<file path="config.mk">
export PLATFORM = sky130hd
export DESIGN_NAME = dcc_driver_chip_control_regs
export DESIGN_NICKNAME = d
export VERILOG_FILES = /design/src/rtl/dcc_pkg.sv /design/src/rtl/dcc_driver_chip_control_regs.sv
export SDC_FILE = /design/constraint.sdc
export NUM_CORES = 1
export LEC_CHECK = 0
export BUFFER_PORTS_ARGS = -buffer_cell sky130_fd_sc_hd__buf_4
export CAP_MARGIN = 10
export CORE_ASPECT_RATIO = 0.8
export CORE_UTILIZATION = 44
export CTS_CLUSTER_DIAMETER = 200
export CTS_CLUSTER_SIZE = 28
export DETAILED_ROUTE_END_ITERATION = 7
export GPL_ROUTABILITY_DRIVEN = 0
export PLACE_DENSITY = 0.67
export SLEW_MARGIN = 20
export SYNTH_ARGS = -nofsm -noshare
export SYNTH_HDL_FRONTEND = slang
export SYNTH_SLANG_ARGS = --single-unit
export TNS_END_PERCENT = 5
</file>
<file path="constraint.sdc">
create_clock -name clk -period 5.5 [get_ports clk]
set_input_delay 1.375 -clock clk [delete_from_list [all_inputs] [get_ports clk]]
set_output_delay 1.375 -clock clk [all_outputs]
set_load 0.03 [all_outputs]
</file>
<file path="src/rtl/dcc_pkg.sv">
// constants of the serial-reached control and status register bank
// assumes a single system clock; all pins arrive asynchronous to it
//
// Functional notes
// - six registers at serial addresses 01010B to 01111B.
// - reset cause register cleared to zero only by power-on reset.
// - bit 7 read-only, set on power-on release, cleared by power-on reset.
// - bit 6 set by external reset pin, cleared by writing 0 or by power-on reset.
// - writes to bridge control ignored while overheat flag is set.
// - bridge control cleared by reset, overheat and low kill input.
// - channel pairs in bits 15..4; 11 prohibited; bits 3..0 read zero.
// - a write setting both sides of a channel keeps that channel's bits.
// - gating enables in bits 7..2 pass pwm pin to low side.
// - writes to gating register ignored while overheat flag is set.
// - gating register cleared by reset, overheat and low kill input.
// - channel overcurrent clears its group, or all when group select is 1.
// - line driver overcurrent flag bit 7, sticky until written 0.
// - bits 6 and 5 are OR of channel flags 1-3 and 4-6.
// - sensor supply overcurrent bit 4, sticky until written 0.
// - bit 3 follows regulator undervoltage level, read-only.
// - overheat bit 2, sticky until written 0.
// - bit 1 set on write frame with wrong parity, sticky.
// - writing 1 to sticky status bits leaves them unchanged.
// - channel overcurrent flags in bits 7..2, cleared by writing 0.
// - control bits: bridge enable 7, sensor enable 6, group select 5.
// - system status, fault status and control cleared by any reset.
// - 8-bit units, msb first, select low; drive rising, sample falling.
// - even parity over write bit and address; commit at select rise.
// - serial interface halts while sleep control is low.
`default_nettype none
package dcc_pkg;
  // ==========================================================
  // register addresses (5-bit serial)
  localparam logic [4:0] ADDR_SYSTEM_CONTROL = 5'h0A;
  localparam logic [4:0] ADDR_BRIDGE_FAULT_STATUS = 5'h0B;
  localparam logic [4:0] ADDR_SYSTEM_STATUS = 5'h0C;
  localparam logic [4:0] ADDR_PWM_GATING_CONTROL = 5'h0D;
  localparam logic [4:0] ADDR_BRIDGE_OUTPUT_CONTROL = 5'h0E;
  localparam logic [4:0] ADDR_RESET_CAUSE_STATUS = 5'h0F;
  // ==========================================================
  // field positions
  localparam int BIT_POWER_ON_RELEASE = 7;
  localparam int BIT_EXTERNAL_RESET = 6;
  localparam int BIT_LINE_OC = 7;
  localparam int BIT_GROUP_A_OC = 6;
  localparam int BIT_GROUP_B_OC = 5;
  localparam int BIT_SENSOR_OC = 4;
  localparam int BIT_UNDERVOLT = 3;
  localparam int BIT_OVERHEAT = 2;
  localparam int BIT_PARITY = 1;
  localparam int BIT_BRIDGE_ENABLE = 7;
  localparam int BIT_SENSOR_ENABLE = 6;
  localparam int BIT_GROUP_SELECT = 5;
  localparam int CHAN_LSB_GATE = 2;
  localparam int CHAN_LSB_BRIDGE = 4;
  localparam int NUM_CHAN = 6;
  // ==========================================================
  // reset values and masks
  localparam logic [7:0] RESET_BYTE = 8'h00;
  localparam logic [15:0] RESET_WORD = 16'h0000;
  localparam logic [7:0] MASK_CONTROL = 8'hE0;
  localparam logic [7:0] MASK_GATING = 8'hFC;
  localparam logic [15:0] MASK_BRIDGE = 16'hFFF0;
  localparam logic [7:0] MASK_STATUS_STICKY = 8'h96;
  // ==========================================================
  // frame layout: byte0 = rw, addr[4:0], parity, spare
  localparam int FRAME_BITS = 8;
  localparam logic [2:0] BIT_CNT_LAST = 3'h7;
  localparam int FRAME_RW = 7;
  localparam int FRAME_PARITY = 1;
endpackage : dcc_pkg
`default_nettype wire

</file>
<file path="src/rtl/dcc_driver_chip_control_regs.sv">
// serial slave and register bank for the bridge driver companion chip
// assumes pins asynchronous to clk; serial clock far slower than clk
`default_nettype none
module dcc_driver_chip_control_regs (
  // clock and reset
  input wire logic clk,
  input wire logic rst,
  // reset sources
  input wire logic porRequest,
  input wire logic porRelease,
  input wire logic extResetRequest,
  // serial pins
  input wire logic serialSelectPin,
  input wire logic serialClockPin,
  input wire logic serialDataIn,
  input wire logic sleepControlPin,
  output logic serialDataOut,
  output logic serialDataOutEn,
  // fault inputs and pwm source
  input wire logic driverKillInput,
  input wire logic overheatDetect,
  input wire logic lineDriverOvercurrent,
  input wire logic sensorSupplyOvercurrent,
  input wire logic regulatorUndervoltage,
  input wire logic [5:0] channelOvercurrent,
  input wire logic pwmSourcePin,
  // driver controls
  output logic [5:0] channelHighSideOn,
  output logic [5:0] channelLowSideOn,
  output logic bridgeEnable,
  output logic sensorSupplyEnable
);
  localparam int NSYNC = 18;  // async inputs except porRequest brought through two flops

  typedef struct packed {
    logic [NSYNC-1:0] syncA;
    logic [NSYNC-1:0] syncB;
    logic sckPrev;
    logic selPrev;
    logic [2:0] bitCnt;
    logic [1:0] byteCnt;
    logic [7:0] shiftIn;
    logic [7:0] shiftOut;
    logic [7:0] headByte;
    logic [15:0] dataWord;
    logic headDone;
    logic [7:0] sysCtrl;
    logic [7:0] faultStat;
    logic [7:0] sysStat;
    logic [7:0] gating;
    logic [15:0] bridgeCtrl;
    logic [7:0] resetCause;
    logic sdo;
    logic sdoEn;
    logic [5:0] hiOut;
    logic [5:0] loOut;
    logic enOut;
    logic svOut;
  } dcc_state_s;

  dcc_state_s state_reg, state_next;

  logic [NSYNC-1:0] rawIn;
  logic [NSYNC-1:0] s;
  assign rawIn = {channelOvercurrent, pwmSourcePin, regulatorUndervoltage,
    sensorSupplyOvercurrent, lineDriverOvercurrent, overheatDetect, driverKillInput,
    sleepControlPin, serialDataIn, serialClockPin, serialSelectPin, extResetRequest,
    porRelease};
  assign s = state_reg.syncB;

  // named views of synchronised inputs
  logic porRel, extRst, sel, sck, sdi, sleepHigh, killHigh, ovh, lineOc, sensOc, uv, pwm;
  logic [5:0] chOc;
  assign porRel = s[0];
  assign extRst = s[1];
  assign sel = s[2];
  assign sck = s[3];
  assign sdi = s[4];
  assign sleepHigh = s[5];
  assign killHigh = s[6];
  assign ovh = s[7];
  assign lineOc = s[8];
  assign sensOc = s[9];
  assign uv = s[10];
  assign pwm = s[11];
  assign chOc = s[17:12];

  // ==========================================================
  // next state
  always_comb begin
    logic rise, fall, selRise, active, commit, parOk;
    logic [4:0] addr;
    logic [7:0] wb;
    logic [15:0] ww, hb;
    logic [5:0] clrGrp;
    logic [7:0] rd;
    state_next = state_reg;
    rise = 1'b0;
    fall = 1'b0;
    selRise = 1'b0;
    active = 1'b0;
    commit = 1'b0;
    parOk = 1'b0;
    addr = 5'h00;
    wb = 8'h00;
    ww = 16'h0000;
    hb = 16'h0000;
    clrGrp = 6'h00;
    rd = 8'h00;
    state_next.syncA = rawIn;
    state_next.syncB = state_reg.syncA;
    state_next.sckPrev = sck;
    state_next.selPrev = sel;
    active = sleepHigh && !sel;
    rise = sck && !state_reg.sckPrev;
    fall = !sck && state_reg.sckPrev;
    selRise = sel && !state_reg.selPrev;
    addr = state_reg.headByte[6:2];
    // read mux for the addressed register
    case (addr)
      dcc_pkg::ADDR_SYSTEM_CONTROL: rd = state_reg.sysCtrl;
      dcc_pkg::ADDR_BRIDGE_FAULT_STATUS: rd = state_reg.faultStat;
      dcc_pkg::ADDR_SYSTEM_STATUS: rd = state_reg.sysStat;
      dcc_pkg::ADDR_PWM_GATING_CONTROL: rd = state_reg.gating;
      // high byte leaves first, while no data byte has completed yet
      dcc_pkg::ADDR_BRIDGE_OUTPUT_CONTROL: rd = (state_reg.byteCnt == 2'h0) ?
        state_reg.bridgeCtrl[15:8] : state_reg.bridgeCtrl[7:0];
      dcc_pkg::ADDR_RESET_CAUSE_STATUS: rd = state_reg.resetCause;
      default: rd = 8'h00;
    endcase
    // serial shifter, msb first
    if (!active) begin
      state_next.bitCnt = 3'h0;
      state_next.sdoEn = 1'b0;
      if (!sleepHigh || selRise) begin
        state_next.byteCnt = 2'h0;
        state_next.headDone = 1'b0;
      end
    end else begin
      state_next.sdoEn = 1'b1;
      if (fall) begin
        state_next.shiftIn = {state_reg.shiftIn[6:0], sdi};
        state_next.bitCnt = state_reg.bitCnt + 3'h1;
        if (state_reg.bitCnt == dcc_pkg::BIT_CNT_LAST) begin
          if (!state_reg.headDone) begin
            state_next.headByte = {state_reg.shiftIn[6:0], sdi};
            state_next.headDone = 1'b1;
          end else begin
            state_next.dataWord = {state_reg.dataWord[7:0], state_reg.shiftIn[6:0], sdi};
            state_next.byteCnt = state_reg.byteCnt + 2'h1;
          end
        end
      end
      if (rise) begin
        if (state_reg.bitCnt == 3'h0 && state_reg.headDone) begin
          state_next.sdo = rd[7];
          state_next.shiftOut = {rd[6:0], 1'b0};
        end else begin
          state_next.sdo = state_reg.shiftOut[7];
          state_next.shiftOut = {state_reg.shiftOut[6:0], 1'b0};
        end
      end
    end
    // even parity over rw and address
    parOk = ~^state_reg.headByte[7:1];
    commit = selRise && state_reg.headDone && state_reg.headByte[dcc_pkg::FRAME_RW]
      && state_reg.byteCnt != 2'h0 && sleepHigh;
    wb = state_reg.dataWord[7:0];
    ww = state_reg.dataWord;
    if (selRise && state_reg.headDone && state_reg.headByte[dcc_pkg::FRAME_RW]
        && !parOk && sleepHigh)
      state_next.sysStat[dcc_pkg::BIT_PARITY] = 1'b1;
    if (commit && parOk) begin
      case (addr)
        dcc_pkg::ADDR_SYSTEM_CONTROL: state_next.sysCtrl = wb & dcc_pkg::MASK_CONTROL;
        dcc_pkg::ADDR_BRIDGE_FAULT_STATUS:
          state_next.faultStat = state_reg.faultStat & wb;
        dcc_pkg::ADDR_SYSTEM_STATUS:
          state_next.sysStat = state_next.sysStat & (wb | ~dcc_pkg::MASK_STATUS_STICKY);
        dcc_pkg::ADDR_PWM_GATING_CONTROL:
          if (!state_reg.sysStat[dcc_pkg::BIT_OVERHEAT] && killHigh)
            state_next.gating = wb & dcc_pkg::MASK_GATING;
        dcc_pkg::ADDR_BRIDGE_OUTPUT_CONTROL:
          if (!state_reg.sysStat[dcc_pkg::BIT_OVERHEAT] && killHigh) begin
            hb = ww & dcc_pkg::MASK_BRIDGE;
            for (int i = 0; i < dcc_pkg::NUM_CHAN; i++) begin
              if (hb[dcc_pkg::CHAN_LSB_BRIDGE + 2*i +: 2] == 2'h3)
                hb[dcc_pkg::CHAN_LSB_BRIDGE + 2*i +: 2] =
                  state_reg.bridgeCtrl[dcc_pkg::CHAN_LSB_BRIDGE + 2*i +: 2];
            end
            state_next.bridgeCtrl = hb;
          end
        dcc_pkg::ADDR_RESET_CAUSE_STATUS:
          if (!wb[dcc_pkg::BIT_EXTERNAL_RESET])
            state_next.resetCause[dcc_pkg::BIT_EXTERNAL_RESET] = 1'b0;
        default: ;
      endcase
    end
    // sticky event flags: set wins over clear
    if (lineOc) state_next.sysStat[dcc_pkg::BIT_LINE_OC] = 1'b1;
    if (sensOc) state_next.sysStat[dcc_pkg::BIT_SENSOR_OC] = 1'b1;
    if (ovh) state_next.sysStat[dcc_pkg::BIT_OVERHEAT] = 1'b1;
    state_next.sysStat[dcc_pkg::BIT_UNDERVOLT] = uv;
    state_next.sysStat[0] = 1'b0;
    // channel overcurrent protection
    if (state_reg.sysCtrl[dcc_pkg::BIT_GROUP_SELECT])
      clrGrp = (|chOc) ? 6'h3F : 6'h00;
    else
      clrGrp = {{3{|chOc[5:3]}}, {3{|chOc[2:0]}}};
    for (int i = 0; i < dcc_pkg::NUM_CHAN; i++) begin
      if (chOc[i]) state_next.faultStat[dcc_pkg::CHAN_LSB_GATE + i] = 1'b1;
      if (clrGrp[i]) begin
        state_next.gating[dcc_pkg::CHAN_LSB_GATE + i] = 1'b0;
        state_next.bridgeCtrl[dcc_pkg::CHAN_LSB_BRIDGE + 2*i +: 2] = 2'h0;
      end
    end
    state_next.faultStat[1:0] = 2'h0;
    state_next.sysStat[dcc_pkg::BIT_GROUP_A_OC] =
      |state_next.faultStat[dcc_pkg::CHAN_LSB_GATE +: 3];
    state_next.sysStat[dcc_pkg::BIT_GROUP_B_OC] =
      |state_next.faultStat[dcc_pkg::CHAN_LSB_GATE + 3 +: 3];
    // forced clears of driver controls
    if (ovh || !killHigh) begin
      state_next.bridgeCtrl = dcc_pkg::RESET_WORD;
      state_next.gating = dcc_pkg::RESET_BYTE;
    end
    // reset cause flags
    if (extRst) state_next.resetCause[dcc_pkg::BIT_EXTERNAL_RESET] = 1'b1;
    if (porRel) state_next.resetCause[dcc_pkg::BIT_POWER_ON_RELEASE] = 1'b1;
    // chip reset by external request clears all except reset cause
    if (extRst) begin
      state_next.sysCtrl = dcc_pkg::RESET_BYTE;
      state_next.faultStat = dcc_pkg::RESET_BYTE;
      state_next.sysStat = dcc_pkg::RESET_BYTE;
      state_next.gating = dcc_pkg::RESET_BYTE;
      state_next.bridgeCtrl = dcc_pkg::RESET_WORD;
    end
    // output stage
    for (int i = 0; i < dcc_pkg::NUM_CHAN; i++) begin
      state_next.hiOut[i] = state_next.bridgeCtrl[dcc_pkg::CHAN_LSB_BRIDGE + 2*i + 1];
      state_next.loOut[i] = state_next.bridgeCtrl[dcc_pkg::CHAN_LSB_BRIDGE + 2*i]
        | (state_next.gating[dcc_pkg::CHAN_LSB_GATE + i] & pwm);
    end
    state_next.enOut = state_next.sysCtrl[dcc_pkg::BIT_BRIDGE_ENABLE];
    state_next.svOut = state_next.sysCtrl[dcc_pkg::BIT_SENSOR_ENABLE];
  end

  // ==========================================================
  // state register; power-on request clears everything except the select flops, which it sets high
  always_ff @(posedge clk) begin
    if (rst || porRequest) begin
      state_reg <= '0;
      // select idles high: avoids a false select edge after reset
      state_reg.syncA[2] <= 1'b1;
      state_reg.syncB[2] <= 1'b1;
      state_reg.selPrev <= 1'b1;
    end else begin
      state_reg <= state_next;
    end
  end

  assign serialDataOut = state_reg.sdo;
  assign serialDataOutEn = state_reg.sdoEn;
  assign channelHighSideOn = state_reg.hiOut;
  assign channelLowSideOn = state_reg.loOut;
  assign bridgeEnable = state_reg.enOut;
  assign sensorSupplyEnable = state_reg.svOut;
endmodule // dcc_driver_chip_control_regs
`default_nettype wire

</file>
# Word-level counts from Yosys, hierarchy flattened
# Cells that the tools add are included.
dict set report classes {
  add_sub_neg 2
  eq_ne 17
  n_mux 58
  n_bitwise 16
  reduce_logical 55
}
# cell count
set ops {}
lappend ops {{$mux 48} 2}
lappend ops {{$mux 8} 7}
lappend ops {{$pmux 8 s6} 1}
lappend ops {{$mux 16} 2}
lappend ops {{$mux 2} 16}
lappend ops {{$eq 5x4->1 const B} 6}
lappend ops {{$mux 1} 26}
lappend ops {{$mux 24} 1}
lappend ops {{$reduce_bool 2->1} 10}
lappend ops {{$and 8x8->8} 2}
lappend ops {{$logic_and 1x1->1} 13}
lappend ops {{$eq 2x2->1 const B} 6}
lappend ops {{$mux 6} 2}
lappend ops {{$reduce_and 2->1} 6}
lappend ops {{$reduce_and 4->1} 3}
lappend ops {{$reduce_or 3->1} 4}
lappend ops {{$mux 10} 1}
lappend ops {{$logic_not 1->1} 8}
lappend ops {{$reduce_xnor 7->1} 1}
lappend ops {{$and 1x1->1} 6}
lappend ops {{$ne 2x1->1 const B} 3}
lappend ops {{$or 1x1->1} 6}
lappend ops {{$reduce_and 3->1} 2}
lappend ops {{$reduce_or 6->1} 1}
lappend ops {{9 further kinds} 13}
dict set report totals {
  register_bits 139
  out_inout_bits 16
}

# Logic depth before layout (Yosys ltp)
dict set report depth {
  ltp_word 15
  ltp_mapped 9
  depth_no_buf 7
}

# Least setup slack after synthesis
# No wires, ideal clock.
dict set report synth_timing {
  kind {input port to flip-flop}
  startpoint {input port porRequest}
  endpoint {register state_reg (netlist bit channelLowSideOn[4])}
  setup_time_ns 0.071
  arrival_time_ns 2.693
  required_ns 5.429
  path_slack_ns 2.736
  path_stages 5
  n_path_buf 0
  path_cell_list {nor3_1 -> nand3b_1 -> a211oi_1 -> o221a_2 -> o21bai_1}
}
dict set report synth_via {
  elab_chain_len 1
}
# element line_no
set synth_lines {}
lappend synth_lines {{start: declaration} dcc_driver_chip_control_regs.sv:9} ;# input wire logic porRequest,
lappend synth_lines {{$logic_or 1x1->1} dcc_driver_chip_control_regs.sv:251} ;# if (rst || porRequest) begin
lappend synth_lines {{end signal: assignment} dcc_driver_chip_control_regs.sv:258} ;# state_reg <= state_next;
lappend synth_lines {{end: declaration} dcc_driver_chip_control_regs.sv:61} ;# dcc_state_s state_reg, state_next;
# No other way between the ends.
# A chain may end at the register's enable or synchronous reset.

# Final worst setup path
dict set report layout_timing {
  startpoint {register state_reg[92] (netlist bit)}
  endpoint {register state_reg (netlist bit channelLowSideOn[0])}
}
dict set report layout_via {
  elab_chain_len 8
  word_cells_on_any_way 13
}
# element line_no
set layout_lines {}
lappend layout_lines {{$eq 5x4->1 / $reduce_xnor 7->1 (equally long branches)} {dcc_driver_chip_control_regs.sv:174, dcc_driver_chip_control_regs.sv:165}}
lappend layout_lines {{$mux 8 / $logic_and 1x1->1 (equally long branches)} {dcc_driver_chip_control_regs.sv:174, dcc_driver_chip_control_regs.sv:173}}
lappend layout_lines {{$mux 48 (*)} dcc_driver_chip_control_regs.sv:173} ;# if (commit && parOk) begin
lappend layout_lines {{$mux 1} dcc_driver_chip_control_regs.sv:212} ;# if (clrGrp[i]) begin
lappend layout_lines {{$mux 24 (*)} dcc_driver_chip_control_regs.sv:223} ;# if (ovh || !killHigh) begin
lappend layout_lines {{$mux 48 (*)} dcc_driver_chip_control_regs.sv:231} ;# if (extRst) begin
lappend layout_lines {{$and 1x1->1} dcc_driver_chip_control_regs.sv:242} ;# | (state_next.gating[dcc_pkg::CHAN_LSB_GATE + i] & pwm);
lappend layout_lines {{$or 1x1->1 (*)} dcc_driver_chip_control_regs.sv:242}
# Every way passes the cells marked *; elsewhere a longest branch is shown, timed or not. The select of a mux whose other input is x is not followed.

==> flow_summary_export.csv <==
group,metric,value,unit
outcome,status,"completed",
worst_hold_path,hold_class,"reg2reg",
detailed_routing,drc_errors,0,
detailed_routing,drt-initial-drc-count,250,
timing,maxSlewHeadroom,0.376,
setup_path,critPathLaunchType,"flop",
floorplanning,start_util,0.450,
timing,tns,0,ns
cells_and_area,drive_gt1_frac,0.179,
cells_and_area,postLayoutCellArea,5800,sq um
grt,grt_overflow,0,
detailed_routing,wl,11000,microns
clocking,hold_buffers,0,
detailed_routing,vias,3643,
timing,worst_slack,2.49,ns
synth,synthCells,511,
cells_and_area,n_fill_cell,951,
detailed_routing,wire_per_inst,16.2,microns
clocking,cts_tree,"done",
grt,grt_pass1_vias,3403,
placement,pre_cts_slack,1.98,ns
power_and_ir_drop,combPwrFrac,0.014,
timing,fmax,0.332,GHz
cells_and_area,area_growth,18.7,%
clocking,cts-buffers-inserted,17,
timing,clock_skew,0.00774,ns
timing,setup_violations,0,
synth,yosysTopAreaCell,"dfxtp_1",
timing,period_share,0.548,
synth,avgSynthCellArea,9.55,sq um
synth,async_flop_share,0,
timing,hold_violations,0,
synth,synth.area.top_cells,"dfxtp_1 (51%), and2_1 (4.7%), a21oi_1 (4.6%), mux2i_1 (4.5%), nand2_1 (4.3%)",
power_and_ir_drop,power.share.switching,0.193,
synth,yosysUniqueCellTypes,45,
synth,synth_seq_area_share,0.513,
synth,netlist_area,4880,sq um
cells_and_area,multi_input_area,2100,sq um
synth,synth_fp_nets,536,
setup_path,critPathMaxFanout,18,
power_and_ir_drop,seq_power_share,0.412,
synth,synth_warnings,0,
floorplanning,die_w,120,microns
timing,maxSlewViolCount,0,
clocking,cts_buffer_depth,2,
power_and_ir_drop,p_leak,2.24,nW
clocking,clk_pin_slew,0.06,ns
floorplanning,core-area,10800,sq um
detailed_routing,vias_per_cell,5.36,
placement,postPlaceCellArea,5100,sq um
floorplanning,core.rowCount,34,
grt,antenna_found_initial,0,
timing,rsz0062_at_grt,"false",
synth,synth_edf_count,0,
cells_and_area,instances_no_fill,680,
clocking,cts_root_buf,"clkbuf_16",
clocking,htree_levels,4,
grt,grt_usage,0.205,
floorplanning,die_y,96.2,microns
cells_and_area,final_common_cell,"dfxtp_1",
grt,grt_pass1_wl,17600,microns
detailed_routing,drtAntennaViolNets,0,
setup_path,arrival,3.31,ns
cells_and_area,largest_reg_flops,81,
placement,hpwlAfterDp,7660,microns
power_and_ir_drop,p_int,1.80,mW
floorplanning,io_pins,37,
power_and_ir_drop,power_density,384,nW/um^2
clocking,clock_latency,0.42,ns
power_and_ir_drop,peakVddDrop,199,uV
synth,synth_ff_type,"dfxtp_1",
clocking,postCtsSetupBuffers,0,
setup_path,required,5.79,ns
timing,min_period,3.01,ns
clocking,cts.sinks,125,
power_and_ir_drop,power_switching,0.430,mW
cells_and_area,fin_util,0.534,
detailed_routing,drtPass1Iterations,6,
cells_and_area,n_antenna_cell,0,
cells_and_area,layout_common_cells,"dfxtp_1 (125), nand2_1 (56), a21oi_1 (45), buf_4 (38), and2_1 (37)",
setup_path,worstSetupPathType,"reg2reg",
timing,worst_pin_slew,0.924,ns
placement,placedCellCount,648,
grt,grt_max_degree,41,
job,maxCapViolations,0,
placement,placement.io_buffers,36,
power_and_ir_drop,pwr-share-clk,0.574,
synth,synth_top_area_frac,0.513,
cells_and_area,regArea,2500,sq um
cells_and_area,final_nets,548,
floorplanning,dieArea,11500,sq um
synth,synth_seq_cells,125,
setup_path,worstSetupEndpointType,"flop",
clocking,ctsResizeCount,0,
Yosys cell counts, types with 8 or more instances:
cell        n
a21oi_1    45
and2_1     37
nor2_1     33
inv_1      12
buf_4      12
a22oi_1     9
clkbuf_1   23
nand3_1     8
dfxtp_1   125
nor2b_1    10
o221a_2    12
o21ai_0    17
or3_1       9
nand2_1    56
mux2i_1    22
final timing paths:
check                           depth (start not counted)  slack (ns)                              to                       start
worst max-delay path                                    5        2.49  channelLowSideOn[0]$_SDFF_PP0_  state_reg[92]$_SDFFE_PP0P_
worst min register to register                          1        0.42                s[13]$_SDFF_PP0_  state_next[133]$_SDFF_PP0_
worst min-delay path                                    1        0.42                s[13]$_SDFF_PP0_  state_next[133]$_SDFF_PP0_
worst max register to register                          5        2.49  channelLowSideOn[0]$_SDFF_PP0_  state_reg[92]$_SDFFE_PP0P_
critical path: stages (launching register included):
cell,delay [ns]
dfxtp_1,0.62
nor2b_1,0.66
nand3_1,0.41
or3_1,0.67
o221a_2,0.38
o21bai_1,0.15
routing by layer:
metal | routed length (microns) | GRT usage | up-vias
met4 | 220 | 0.0938 | 0
met3 | 831 | 0.0693 | 21
li1 | - | - | 1783
met2 | 4750 | 0.313 | 133
met5 | 0 | 0 | -
met1 | 5210 | 0.263 | 1706
final cells by class:
type,instances,area share
repair buffers,38,0.0492
clock buffers,19,0.0764
inverters,12,0.00777
well taps,144,0.0311
multi-input cells,329,0.363
clock inverters,13,0.0410
flip-flops and latches,125,0.432
power groups by stage:
| stage | clock [mW] | combinational (mW) | sequential, mW |
|---|---|---|---|
| floorplan | 0 | 0.0159 | 0.936 |
| global placement | 0 | 0.0299 | 0.937 |
| detailed placement | 0 | 0.0307 | 0.937 |
| CTS | 1.29 | 0.0308 | 0.918 |
| global route | 1.33 | 0.0343 | 0.918 |
| finish | 1.28 | 0.0308 | 0.918 |
cell families after synthesis:
| kind of cell | share of synthesized area |
|---|---|
| buffers and inverters | 0.0592 |
| DFF | 0.513 |
| adders and majority gates | 0.0103 |
| muxes | 0.0567 |
| xor gates and xnor gates | 0.0177 |
| and+or+nand+nor | 0.207 |
| AOI/OAI and AO/OA | 0.137 |
metrics by stage:
stage / power [mW] / hold slack, ns
after floorplan: 0.952 / 0.384
after global placement: 0.967 / 0.407
after detailed placement: 0.968 / 0.410
after CTS: 2.24 / 0.423
after global routing: 2.28 / 0.436
final: 2.23 / 0.421
No activity file was read; power rests on OpenSTA's default activity.
